<file path="config.mk">
export PLATFORM = sky130hd
export DESIGN_NAME = sfce_engine
export DESIGN_NICKNAME = d
export VERILOG_FILES = /design/src/sfce_pkg.sv /design/src/sfce_engine.sv
export VERILOG_INCLUDE_DIRS = /design/src /design/src/src
export SDC_FILE = /design/constraint.sdc
export NUM_CORES = 1
export LEC_CHECK = 0
export BUFFER_PORTS_ARGS = -buffer_cell sky130_fd_sc_hd__buf_2
export CAP_MARGIN = 20
export CORE_MARGIN = 8
export CORE_UTILIZATION = 31
export CTS_CLUSTER_DIAMETER = 150
export CTS_CLUSTER_SIZE = 28
export DETAILED_ROUTE_END_ITERATION = 8
export PLACE_DENSITY = 0.47
export SYNTH_ARGS = -nofsm -noshare
export SYNTH_HDL_FRONTEND = slang
export SYNTH_SLANG_ARGS = --single-unit
export TNS_END_PERCENT = 100
</file>
<file path="constraint.sdc">
create_clock -name mclk -period 3.9 [get_ports mclk]
set_input_delay 0.585 -clock mclk [delete_from_list [all_inputs] [get_ports mclk]]
set_output_delay 0.585 -clock mclk [all_outputs]
set_load 0.01 [all_outputs]
</file>
<file path="src/sfce_consts.svh">
`ifndef SFCE_CONSTS_SVH
`define SFCE_CONSTS_SVH

`define SFCE_CLK_MHZ 10
`define SFCE_BYTE_PROG_TIME_US 20
`define SFCE_SECTOR_ERASE_TIME_US 25000
`define SFCE_BLOCK_ERASE_TIME_US 25000
`define SFCE_CHIP_ERASE_TIME_US 100000
`define SFCE_BUSY_W 24
`define SFCE_BYTE_PROG_CYC `SFCE_BUSY_W'(`SFCE_BYTE_PROG_TIME_US * `SFCE_CLK_MHZ)
`define SFCE_SECTOR_ERASE_CYC `SFCE_BUSY_W'(`SFCE_SECTOR_ERASE_TIME_US * `SFCE_CLK_MHZ)
`define SFCE_BLOCK_ERASE_CYC `SFCE_BUSY_W'(`SFCE_BLOCK_ERASE_TIME_US * `SFCE_CLK_MHZ)
`define SFCE_CHIP_ERASE_CYC `SFCE_BUSY_W'(`SFCE_CHIP_ERASE_TIME_US * `SFCE_CLK_MHZ)

`define SFCE_ADDR_W 17
`define SFCE_TOP_ADDR 17'h1FFFF
`define SFCE_TOP_LVL1 17'h17FFF
`define SFCE_TOP_LVL2 17'h0FFFF
`define SFCE_FIFO_DEPTH 8
`define SFCE_BP_RESET 2'h3
`define SFCE_LAST_ADDR_BYTE 2'h2

`define SFCE_OP_READ 8'h03
`define SFCE_OP_FAST_READ 8'h0B
`define SFCE_OP_PROGRAM 8'h02
`define SFCE_OP_AUTO_INC 8'hAF
`define SFCE_OP_SECTOR_ERASE 8'h20
`define SFCE_OP_BLOCK_ERASE_A 8'h52
`define SFCE_OP_BLOCK_ERASE_B 8'hD8
`define SFCE_OP_CHIP_ERASE_A 8'h60
`define SFCE_OP_CHIP_ERASE_B 8'hC7
`define SFCE_OP_STATUS_READ 8'h05
`define SFCE_OP_STATUS_ARM 8'h50
`define SFCE_OP_STATUS_WRITE 8'h01
`define SFCE_OP_WRITE_ENABLE 8'h06
`define SFCE_OP_WRITE_DISABLE 8'h04
`define SFCE_OP_ID_A 8'h90
`define SFCE_OP_ID_B 8'hAB

// Identification values are arbitrary.
`define SFCE_MFR_ID 8'hA5
`define SFCE_DEV_ID 8'h5A

`define SFCE_ERASE_SECTOR 2'h0
`define SFCE_ERASE_BLOCK 2'h1
`define SFCE_ERASE_CHIP 2'h2

`endif

</file>
<file path="src/sfce_pkg.sv">
package sfce_pkg;
  typedef enum logic [8:0] {
    ST_OPCODE = 9'h001,
    ST_ADDRESS = 9'h002,
    ST_DUMMY = 9'h004,
    ST_READ = 9'h008,
    ST_STATUS = 9'h010,
    ST_ID = 9'h020,
    ST_DATA = 9'h040,
    ST_STATUS_DATA = 9'h080,
    ST_IGNORE = 9'h100
  } sfce_state_t;
endpackage

</file>
<file path="src/sfce_engine.sv">
`timescale 1ns/100ps
`include "sfce_consts.svh"

module sfce_fifo #(
  parameter int WIDTH = 8,
  parameter int DEPTH = `SFCE_FIFO_DEPTH
) (
  // Clock and reset
  input wire logic mclk,
  input wire logic reset_n,
  input wire logic flush,
  // Fill side
  input wire logic in_valid,
  output logic in_ready,
  input wire logic [WIDTH-1:0] in_data,
  // Drain side
  output logic out_valid,
  input wire logic out_ready,
  output logic [WIDTH-1:0] out_data
);
  localparam int AW = $clog2(DEPTH);

  logic [WIDTH-1:0] mem [DEPTH];
  logic [AW:0] wr_ptr;
  logic [AW:0] rd_ptr;

  wire push = in_valid && in_ready;
  wire pop = out_valid && out_ready;
  wire same_slot = wr_ptr[AW-1:0] == rd_ptr[AW-1:0];

  assign in_ready = !same_slot || (wr_ptr[AW] == rd_ptr[AW]);
  assign out_valid = wr_ptr != rd_ptr;
  assign out_data = mem[rd_ptr[AW-1:0]];

  always_ff @(posedge mclk or negedge reset_n) begin
    if (!reset_n) begin
      wr_ptr <= '0;
      rd_ptr <= '0;
    end else if (flush) begin
      wr_ptr <= '0;
      rd_ptr <= '0;
    end else begin
      if (push) begin
        wr_ptr <= wr_ptr + 1'b1;
      end
      if (pop) begin
        rd_ptr <= rd_ptr + 1'b1;
      end
    end
  end

  always_ff @(posedge mclk) begin
    if (push) begin
      mem[wr_ptr[AW-1:0]] <= in_data;
    end
  end
endmodule

// Functional notes
// every bus cycle is eight serial clocks.
// address bits above bit 16 ignored.
// read opcode plus address streams data directly.
// read streams with pointer increment until deselect.
// read pointer wraps from top to zero.
// fast read adds one ignored dummy byte.
// program: opcode, address, data, then deselect.
// host programs only erased locations.
// program or erase on protected area dropped.
// program and erase need write latch set.
// auto-increment continues with opcode plus data.
// host waits for busy between auto bytes.
// write disable ends auto-increment programming.
// auto-increment stops at top unprotected address.
// sector erase uses address bits 16..12.
// block erase uses address bits 16..15.
// chip erase refused if anything protected.
// program and erase start at deselect.
// status read accepted even while busy.
// status byte repeats every eight clocks.
// status write only right after arm.
// identification codes alternate, bit 0 selects first.
// input sampled on rising clock, MSB first.
// deselect mid-byte aborts the instruction.
// write enable sets the write latch.
// write disable clears latch and auto mode.
// busy high for the whole internal operation.
module sfce_engine
  import sfce_pkg::*;
#(
  parameter logic [`SFCE_BUSY_W-1:0] PROG_CYCLES = `SFCE_BYTE_PROG_CYC,
  parameter logic [`SFCE_BUSY_W-1:0] SECTOR_CYCLES = `SFCE_SECTOR_ERASE_CYC,
  parameter logic [`SFCE_BUSY_W-1:0] BLOCK_CYCLES = `SFCE_BLOCK_ERASE_CYC,
  parameter logic [`SFCE_BUSY_W-1:0] CHIP_CYCLES = `SFCE_CHIP_ERASE_CYC
) (
  // Clock and reset
  input wire logic mclk,
  input wire logic reset_n,
  // Serial pins
  input wire logic spi_sel_n,
  input wire logic spi_clk,
  input wire logic spi_din,
  output logic spi_dout,
  output logic spi_dout_oe_n,
  input wire logic write_protect_n,
  // Memory array
  output logic [`SFCE_ADDR_W-1:0] array_rd_addr,
  input wire logic [7:0] array_rd_data,
  output logic [`SFCE_ADDR_W-1:0] array_op_addr,
  output logic [7:0] array_prog_data,
  output logic array_prog,
  output logic array_erase,
  output logic [1:0] array_erase_kind,
  // Status
  output logic [7:0] status
);
  sfce_state_t st;
  sfce_state_t next_st;

  logic [1:0] sel_s;
  logic [2:0] sck_s;
  logic [1:0] din_s;
  logic [1:0] wp_s;
  logic sel_d;
  logic [2:0] bit_cnt;
  logic [6:0] rx_sh;
  logic [1:0] addr_cnt;
  logic [7:0] cmd;
  logic [`SFCE_ADDR_W-1:0] cmd_addr;
  logic [7:0] cmd_data;
  logic cmd_ready;
  logic write_latch_flag;
  logic auto_inc_mode;
  logic [`SFCE_ADDR_W-1:0] auto_ptr;
  logic [1:0] bp;
  logic bpl;
  logic armed;
  logic [`SFCE_BUSY_W-1:0] busy_cnt;
  logic fetch_on;
  logic id_sel;
  logic [7:0] tx_sh;
  logic fifo_in_ready;
  logic fifo_valid;
  logic [7:0] fifo_data;

  // Pin synchronisers; protocol logic reads the second stage, and the clock edge detect also reads the third stage.
  always_ff @(posedge mclk or negedge reset_n) begin
    if (!reset_n) begin
      sel_s <= 2'h3;
      sck_s <= 3'h0;
      din_s <= 2'h0;
      wp_s <= 2'h3;
      sel_d <= 1'b1;
    end else begin
      sel_s <= {sel_s[0], spi_sel_n};
      sck_s <= {sck_s[1:0], spi_clk};
      din_s <= {din_s[0], spi_din};
      wp_s <= {wp_s[0], write_protect_n};
      sel_d <= sel_s[1];
    end
  end

  wire selected = !sel_s[1];
  wire sel_rise = sel_s[1] && !sel_d;
  wire sck_rise = selected && sck_s[1] && !sck_s[2];
  wire sck_fall = selected && !sck_s[1] && sck_s[2];
  wire byte_done = sck_rise && (bit_cnt == 3'h7);
  wire [7:0] rx_byte = {rx_sh, din_s[1]};
  wire [`SFCE_ADDR_W-1:0] full_addr = {cmd_addr[8:0], rx_byte};
  wire addr_last = byte_done && (addr_cnt == `SFCE_LAST_ADDR_BYTE);
  wire busy = busy_cnt != '0;

  // Opcode decode on the byte just received.
  wire op_read = rx_byte == `SFCE_OP_READ;
  wire op_fast = rx_byte == `SFCE_OP_FAST_READ;
  wire op_prog = rx_byte == `SFCE_OP_PROGRAM;
  wire op_auto = rx_byte == `SFCE_OP_AUTO_INC;
  wire op_sect = rx_byte == `SFCE_OP_SECTOR_ERASE;
  wire op_blk = rx_byte == `SFCE_OP_BLOCK_ERASE_A || rx_byte == `SFCE_OP_BLOCK_ERASE_B;
  wire op_chip = rx_byte == `SFCE_OP_CHIP_ERASE_A || rx_byte == `SFCE_OP_CHIP_ERASE_B;
  wire op_sr = rx_byte == `SFCE_OP_STATUS_READ;
  wire op_arm = rx_byte == `SFCE_OP_STATUS_ARM;
  wire op_swr = rx_byte == `SFCE_OP_STATUS_WRITE;
  wire op_wen = rx_byte == `SFCE_OP_WRITE_ENABLE;
  wire op_wdis = rx_byte == `SFCE_OP_WRITE_DISABLE;
  wire op_id = rx_byte == `SFCE_OP_ID_A || rx_byte == `SFCE_OP_ID_B;
  wire op_with_addr = op_read || op_fast || op_prog || op_auto || op_sect || op_blk || op_id;
  wire op_single = op_chip || op_arm || op_wen || op_wdis;
  // While busy only status read and write disable are taken.
  wire op_allowed = !busy || op_sr || op_wdis;
  wire op_auto_next = op_auto && auto_inc_mode;

  // Decode of the latched opcode.
  wire c_read = cmd == `SFCE_OP_READ;
  wire c_fast = cmd == `SFCE_OP_FAST_READ;
  wire c_id = cmd == `SFCE_OP_ID_A || cmd == `SFCE_OP_ID_B;
  wire c_prog = cmd == `SFCE_OP_PROGRAM;
  wire c_auto = cmd == `SFCE_OP_AUTO_INC;
  wire c_sect = cmd == `SFCE_OP_SECTOR_ERASE;
  wire c_blk = cmd == `SFCE_OP_BLOCK_ERASE_A || cmd == `SFCE_OP_BLOCK_ERASE_B;
  wire c_chip = cmd == `SFCE_OP_CHIP_ERASE_A || cmd == `SFCE_OP_CHIP_ERASE_B;

  always_comb begin
    next_st = st;
    unique case (st)
      ST_OPCODE: begin
        if (byte_done) begin
          if (!op_allowed) begin
            next_st = ST_IGNORE;
          end else if (op_auto_next) begin
            next_st = ST_DATA;
          end else if (op_with_addr) begin
            next_st = ST_ADDRESS;
          end else if (op_sr) begin
            next_st = ST_STATUS;
          end else if (op_swr && armed) begin
            next_st = ST_STATUS_DATA;
          end else begin
            next_st = ST_IGNORE;
          end
        end
      end
      ST_ADDRESS: begin
        if (addr_last) begin
          if (c_fast) begin
            next_st = ST_DUMMY;
          end else if (c_read) begin
            next_st = ST_READ;
          end else if (c_id) begin
            next_st = ST_ID;
          end else if (c_prog || c_auto) begin
            next_st = ST_DATA;
          end else begin
            next_st = ST_IGNORE;
          end
        end
      end
      ST_DUMMY: begin
        if (byte_done) begin
          next_st = ST_READ;
        end
      end
      ST_DATA, ST_STATUS_DATA: begin
        if (byte_done) begin
          next_st = ST_IGNORE;
        end
      end
      ST_READ, ST_STATUS, ST_ID, ST_IGNORE: begin
        next_st = st;
      end
    endcase
    if (!selected) begin
      next_st = ST_OPCODE;
    end
  end

  wire set_ready = byte_done && (
    (st == ST_OPCODE && op_allowed && op_single) ||
    (st == ST_ADDRESS && addr_cnt == `SFCE_LAST_ADDR_BYTE && (c_sect || c_blk)) ||
    st == ST_DATA || st == ST_STATUS_DATA);

  // A command runs only on a clean byte boundary at deselect.
  wire exec = sel_rise && cmd_ready && (bit_cnt == 3'h0);

  wire addr_prot = (bp == 2'h3) || (bp == 2'h2 && cmd_addr[16]) ||
                   (bp == 2'h1 && cmd_addr[16:15] == 2'h3);
  wire [`SFCE_ADDR_W-1:0] top_unprot = (bp == 2'h0) ? `SFCE_TOP_ADDR :
                                       (bp == 2'h1) ? `SFCE_TOP_LVL1 : `SFCE_TOP_LVL2;
  wire do_prog = exec && (c_prog || c_auto) && write_latch_flag && !addr_prot;
  wire do_erase = exec && write_latch_flag &&
                  (((c_sect || c_blk) && !addr_prot) || (c_chip && bp == 2'h0));
  wire auto_end = cmd_addr == top_unprot;
  wire ex_wen = exec && cmd == `SFCE_OP_WRITE_ENABLE;
  wire ex_wdis = exec && cmd == `SFCE_OP_WRITE_DISABLE;
  wire ex_swr = exec && cmd == `SFCE_OP_STATUS_WRITE && (wp_s[1] || !bpl);
  wire [1:0] erase_kind = c_chip ? `SFCE_ERASE_CHIP :
                          c_blk ? `SFCE_ERASE_BLOCK : `SFCE_ERASE_SECTOR;
  wire [`SFCE_BUSY_W-1:0] erase_time = c_chip ? CHIP_CYCLES :
                                       c_blk ? BLOCK_CYCLES : SECTOR_CYCLES;
  wire [7:0] status_now = {bpl, auto_inc_mode, 2'h0, bp, write_latch_flag, busy};

  // Serial input shifter.
  always_ff @(posedge mclk or negedge reset_n) begin
    if (!reset_n) begin
      bit_cnt <= 3'h0;
      rx_sh <= 7'h00;
    end else if (!selected) begin
      bit_cnt <= 3'h0;
    end else if (sck_rise) begin
      bit_cnt <= bit_cnt + 3'h1;
      rx_sh <= rx_byte[6:0];
    end
  end

  // Instruction capture.
  always_ff @(posedge mclk or negedge reset_n) begin
    if (!reset_n) begin
      st <= ST_OPCODE;
      addr_cnt <= 2'h0;
      cmd <= 8'h00;
      cmd_addr <= '0;
      cmd_data <= 8'h00;
      cmd_ready <= 1'b0;
    end else begin
      st <= next_st;
      cmd_ready <= selected && (cmd_ready || set_ready);
      if (st == ST_OPCODE && byte_done) begin
        cmd <= rx_byte;
        addr_cnt <= 2'h0;
        if (op_auto_next) begin
          cmd_addr <= auto_ptr;
        end
      end
      if (st == ST_ADDRESS && byte_done) begin
        cmd_addr <= full_addr;
        addr_cnt <= addr_cnt + 2'h1;
      end
      if ((st == ST_DATA || st == ST_STATUS_DATA) && byte_done) begin
        cmd_data <= rx_byte;
      end
    end
  end

  // Write latch, auto-increment mode, protection bits and arming.
  always_ff @(posedge mclk or negedge reset_n) begin
    if (!reset_n) begin
      write_latch_flag <= 1'b0;
      auto_inc_mode <= 1'b0;
      auto_ptr <= '0;
      bp <= `SFCE_BP_RESET;
      bpl <= 1'b0;
      armed <= 1'b0;
    end else begin
      if (ex_wen) begin
        write_latch_flag <= 1'b1;
      end else if (ex_wdis) begin
        write_latch_flag <= 1'b0;
        auto_inc_mode <= 1'b0;
      end else if (do_prog && c_auto) begin
        auto_inc_mode <= !auto_end;
        write_latch_flag <= !auto_end;
        auto_ptr <= cmd_addr + 1'b1;
      end else if (do_prog || do_erase) begin
        write_latch_flag <= 1'b0;
      end
      if (ex_swr) begin
        bp <= cmd_data[3:2];
        bpl <= cmd_data[7];
      end
      // Any completed opcode other than arm disarms the status write.
      if (sel_rise && st != ST_OPCODE) begin
        armed <= exec && cmd == `SFCE_OP_STATUS_ARM;
      end
    end
  end

  // Self-timed operation and array strobes.
  always_ff @(posedge mclk or negedge reset_n) begin
    if (!reset_n) begin
      busy_cnt <= '0;
      array_prog <= 1'b0;
      array_erase <= 1'b0;
      array_erase_kind <= `SFCE_ERASE_SECTOR;
      array_op_addr <= '0;
      array_prog_data <= 8'h00;
      status <= 8'h00;
    end else begin
      array_prog <= do_prog;
      array_erase <= do_erase;
      status <= status_now;
      if (do_prog) begin
        busy_cnt <= PROG_CYCLES;
        array_op_addr <= cmd_addr;
        array_prog_data <= cmd_data;
      end else if (do_erase) begin
        busy_cnt <= erase_time;
        array_erase_kind <= erase_kind;
        array_op_addr <= cmd_addr;
      end else if (busy) begin
        busy_cnt <= busy_cnt - 1'b1;
      end
    end
  end

  // Read prefetch: the FIFO fills ahead and stalls the fetcher when full.
  wire start_fetch = st == ST_ADDRESS && addr_last && (c_read || c_fast);
  wire fetch_push = fetch_on && fifo_in_ready;
  wire tx_on = st == ST_READ || st == ST_STATUS || st == ST_ID;
  wire tx_load = sck_fall && tx_on && bit_cnt == 3'h0;
  wire fifo_pop = tx_load && st == ST_READ && fifo_valid;
  wire [7:0] id_code = id_sel ? `SFCE_DEV_ID : `SFCE_MFR_ID;
  wire [7:0] tx_byte = (st == ST_READ) ? fifo_data :
                       (st == ST_STATUS) ? status_now : id_code;

  always_ff @(posedge mclk or negedge reset_n) begin
    if (!reset_n) begin
      fetch_on <= 1'b0;
      array_rd_addr <= '0;
    end else if (!selected) begin
      fetch_on <= 1'b0;
    end else if (start_fetch) begin
      fetch_on <= 1'b1;
      array_rd_addr <= full_addr;
    end else if (fetch_push) begin
      array_rd_addr <= array_rd_addr + 1'b1;
    end
  end

  sfce_fifo #(
    .WIDTH(8),
    .DEPTH(`SFCE_FIFO_DEPTH)
  ) u_fifo (
    .mclk(mclk),
    .reset_n(reset_n),
    .flush(!selected),
    .in_valid(fetch_on),
    .in_ready(fifo_in_ready),
    .in_data(array_rd_data),
    .out_valid(fifo_valid),
    .out_ready(fifo_pop),
    .out_data(fifo_data)
  );

  // Serial output: a new byte is loaded on the falling edge after each byte boundary.
  always_ff @(posedge mclk or negedge reset_n) begin
    if (!reset_n) begin
      tx_sh <= 8'h00;
      spi_dout <= 1'b0;
      spi_dout_oe_n <= 1'b1;
      id_sel <= 1'b0;
    end else begin
      spi_dout_oe_n <= !(tx_on && selected);
      if (st == ST_ADDRESS && addr_last) begin
        id_sel <= rx_byte[0];
      end else if (tx_load && st == ST_ID) begin
        id_sel <= !id_sel;
      end
      if (tx_load) begin
        spi_dout <= tx_byte[7];
        tx_sh <= {tx_byte[6:0], 1'b0};
      end else if (sck_fall && tx_on) begin
        spi_dout <= tx_sh[7];
        tx_sh <= {tx_sh[6:0], 1'b0};
      end
    end
  end
endmodule

</file>
==> flow_metrics.py <==
metrics = {
    "outcome": {
        "status": "completed",
    },
    "placement": {
        "portBuffers": 67,
        "dp_hpwl_um": 19700,
        "gp_congestion": 0.809,
        "pre_cts_slack_ns": 0.848,
    },
    "setup_path": {
        "crit_buf_inv": 2,
        "path_cells": "inv_1, ha_1, or3b_2, or4_1, nor4_4, inv_2, a21oi_4, or4b_1, a21oi_1",
        "worstSetupPathType": "flip-flop to flip-flop",
        "endpoint_kind": "flip-flop",
        "worstReg2RegStart": "busy_cnt[0]$_DFFE_PN0P_",
        "cp_data_required_time_ns": 4.32,
        "cp-start-kind": "flip-flop",
        "r2r_cells": 9,
        "rrSetupSlack_ns": 0.81,
        "reg2reg_to": "st[1]$_DFFE_PN0P_",
        "critPathSlowestCell": "or4_1",
        "arrival_ns": 3.51,
        "critical-path-top-delay-family": "simple AND/OR/NAND/NOR gates",
        "cp_slowest_stage_delay_ns": 0.64,
        "cp_max_fo": 13,
    },
    "cts": {
        "cts_root_buffer": "clkbuf_16",
        "cts_buffer_depth": 3,
        "cts.clk_slew.worst_paths_ns": 0.12,
        "cts_max_level": 1,
        "postCtsSetupRepairBufs": 0,
        "tritoncts": "yes",
        "cts.sinks": 247,
        "numCtsBuffers": 12,
        "clock_latency_ns": 0.49,
        "cts_resized": 0,
        "ctsHoldBuffers": 0,
    },
    "synthesis": {
        "synth_area_sq_um": 11600,
        "synth_cell_types": 71,
        "yosys.area.top_type": "dfrtp_1",
        "netlist_top_cells_area": "dfrtp_1 38%, edfxtp_1 17%, nand2_1 4.1%, mux2_2 3.5%, mux4_2 3.1%",
        "synth_cells": 1047,
        "yosysWarnings": 0,
        "ys_seq_elements": 247,
        "yosysSeqAreaShare_pct": 56.3,
        "synth_top_area_share_pct": 37.7,
        "avgSynthCellArea_sq_um": 11.0,
        "ys.flop_type": "dfrtp_1",
        "synthArstFlopShare_pct": 74.1,
        "synth-edff-count": 64,
    },
    "final_layout": {
        "final_nets": 1116,
        "area_growth_pct": 11.0,
        "final_cell_mix": "174 x dfrtp_1, 127 x nand2_1, 75 x nor2_1",
        "drive_gt1_share_pct": 17.6,
        "final_common_cell": "dfrtp_1",
        "num_antenna_cells": 0,
    },
    "timing": {
        "timing.final.max_slew_violations": 0,
        "slew-limit-headroom_pct": 45.6,
        "hold_viol_final": 0,
        "clock.fmax_ghz": 0.323,
        "timing.final.crit_share_pct": 79.3,
        "grt_setup_unrepaired": "false",
        "tightest_slew_ns": 0.810,
        "fin_skew_ns": 0.0209,
        "final.setup.tns_ns": 0,
        "setup_viol": 0,
        "layout_setup_ws_ns": 0.807,
        "fin_crit_ns": 3.09,
    },
    "routing": {
        "drtIter0Drc": 428,
        "vias": 7915,
        "drc_errors": 0,
        "ant_nets": 0,
        "drt-pass1-iter-count": 4,
        "drt-total-wl_um": 28800,
        "wl_per_cell_um": 18.4,
        "post_drt_via_cell_ratio": 5.05,
    },
    "power_and_ir_drop": {
        "p_leak_uw": 0.00539,
        "power.density_nw_per_um2": 371,
        "ir_drop_mv": 0.222,
    },
    "min_path": {
        "hp-class": "input port to asynchronous set/reset pin",
    },
    "global_routing": {
        "grt_util_all_layers_pct": 13.1,
        "grt_overflow": 0,
        "grt_pass1_vias": 8102,
        "grt_max_degree": 91,
        "grt_first_pass_wirelength_um": 46500,
        "antenna_found_initial": 1,
    },
    "floorplanning": {
        "die_area_sq_um": 43700,
        "pin_count": 70,
        "initial_core_util_pct": 31.5,
        "die_h_um": 209,
        "core_sq_um": 36700,
        "die_width_um": 209,
        "num_rows": 70,
    },
    "run": {
        "drv_cap": 0,
    },
}
state kept, by name, indices dropped and copies added (netlist names), 3 cells and up:
name / cells
u_fifo.wr_ptr: 4
busy_cnt: 24
st: 9
sck_s: 3
array_rd_addr: 17
cmd: 8
cmd_data: 8
u_fifo.rd_ptr: 4
auto_ptr: 17
cmd_addr: 17
array_prog_data: 8
array_op_addr: 17
bit_cnt: 3
u_fifo.mem: 64
rx_sh: 7
status: 6
tx_sh: 7
kinds of logic after synthesis:
family | Yosys count | synth area share, %
xor gates and xnor gates | 56 | 4.24
adders and majority gates | 9 | 0.974
DFF | 247 | 56.3
buffers and inverters | 88 | 2.95
AOI/OAI and AO/OA | 174 | 9.17
muxes | 79 | 8.96
and+or+nand+nor | 393 | 17.3
other | 1 | 0.0324
power breakdown:
group / internal (uW) / leakage (uW) / switching, uW
clock network: 630 / 0.000172 / 830
logic: 164 / 0.00215 / 235
registers: 2710 / 0.00308 / 183
total: 3510 / 0.00539 / 1250
worst max-delay path by stage:
stage,startpoint,cells past startpoint,endpoint,slack (ns)
after detailed placement,busy_cnt[0]$_DFFE_PN0P_,9,st[1]$_DFFE_PN0P_,0.85
after global routing,busy_cnt[0]$_DFFE_PN0P_,9,st[1]$_DFFE_PN0P_,0.66
after floorplan,busy_cnt[7]$_DFFE_PN0P_,8,st[1]$_DFFE_PN0P_,1.13
after global placement,busy_cnt[0]$_DFFE_PN0P_,9,st[1]$_DFFE_PN0P_,0.91
after CTS,busy_cnt[0]$_DFFE_PN0P_,9,st[1]$_DFFE_PN0P_,0.80
final,busy_cnt[0]$_DFFE_PN0P_,9,st[1]$_DFFE_PN0P_,0.81
synth_stat cells, types with 4 or more instances:
master / count
dfrtp_1: 174
clkbuf_1: 56
nand2b_1: 9
dfstp_2: 9
edfxtp_1: 64
or4_1: 12
nor2b_1: 9
xnor2_1: 24
o2111ai_1: 4
nand3b_1: 4
a31oi_1: 6
a211oi_1: 14
nand4_1: 10
mux2i_1: 27
mux4_2: 16
o22a_1: 4
or3b_2: 5
nand4b_1: 4
nor2_1: 75
nor4_1: 14
a21oi_1: 53
mux2_2: 36
buf_1: 5
nor3_1: 32
nand3_1: 34
nor3b_1: 6
or2_2: 6
and4_1: 6
o21ai_0: 58
ha_1: 9
nand2_1: 127
xor2_1: 32
or3_1: 8
o22ai_1: 5
inv_1: 21
and3_1: 11
area by class of cell:
cell class,count,area [sq um]
fillers,3659,23900
flip-flops and latches,247,6510
multi-input cells,713,4730
well taps,468,586
repair buffers,97,569
clock buffers,19,348
inverters,22,82.6
clock inverters,1,6.26
per-stage QoR:
stage	cells	util (%)	cell area [sq um]	hold slack [ns]	total power [uW]
2_1_floorplan	1048	-	11600	0.289	3160
3_3_place_gp	1547	34.0	12500	0.339	3350
3_5_place_dp	1547	34.0	12500	0.339	3350
4_1_cts	1567	35.0	12800	0.143	4840
5_1_grt	1567	35.0	12800	0.146	4970
6_report	1567	35.0	12800	0.151	4760
per-layer routing:
layer | part of all wire (%) | track usage [%] | vias to the layer above
li1 | - | - | 3843
met1 | 46 | 17.4 | 3934
met2 | 49 | 22.5 | 107
met3 | 2.8 | 1.69 | 29
met4 | 2.0 | 2.82 | 2
met5 | 0.045 | 0 | -
No activity file was read; power rests on OpenSTA's default activity.
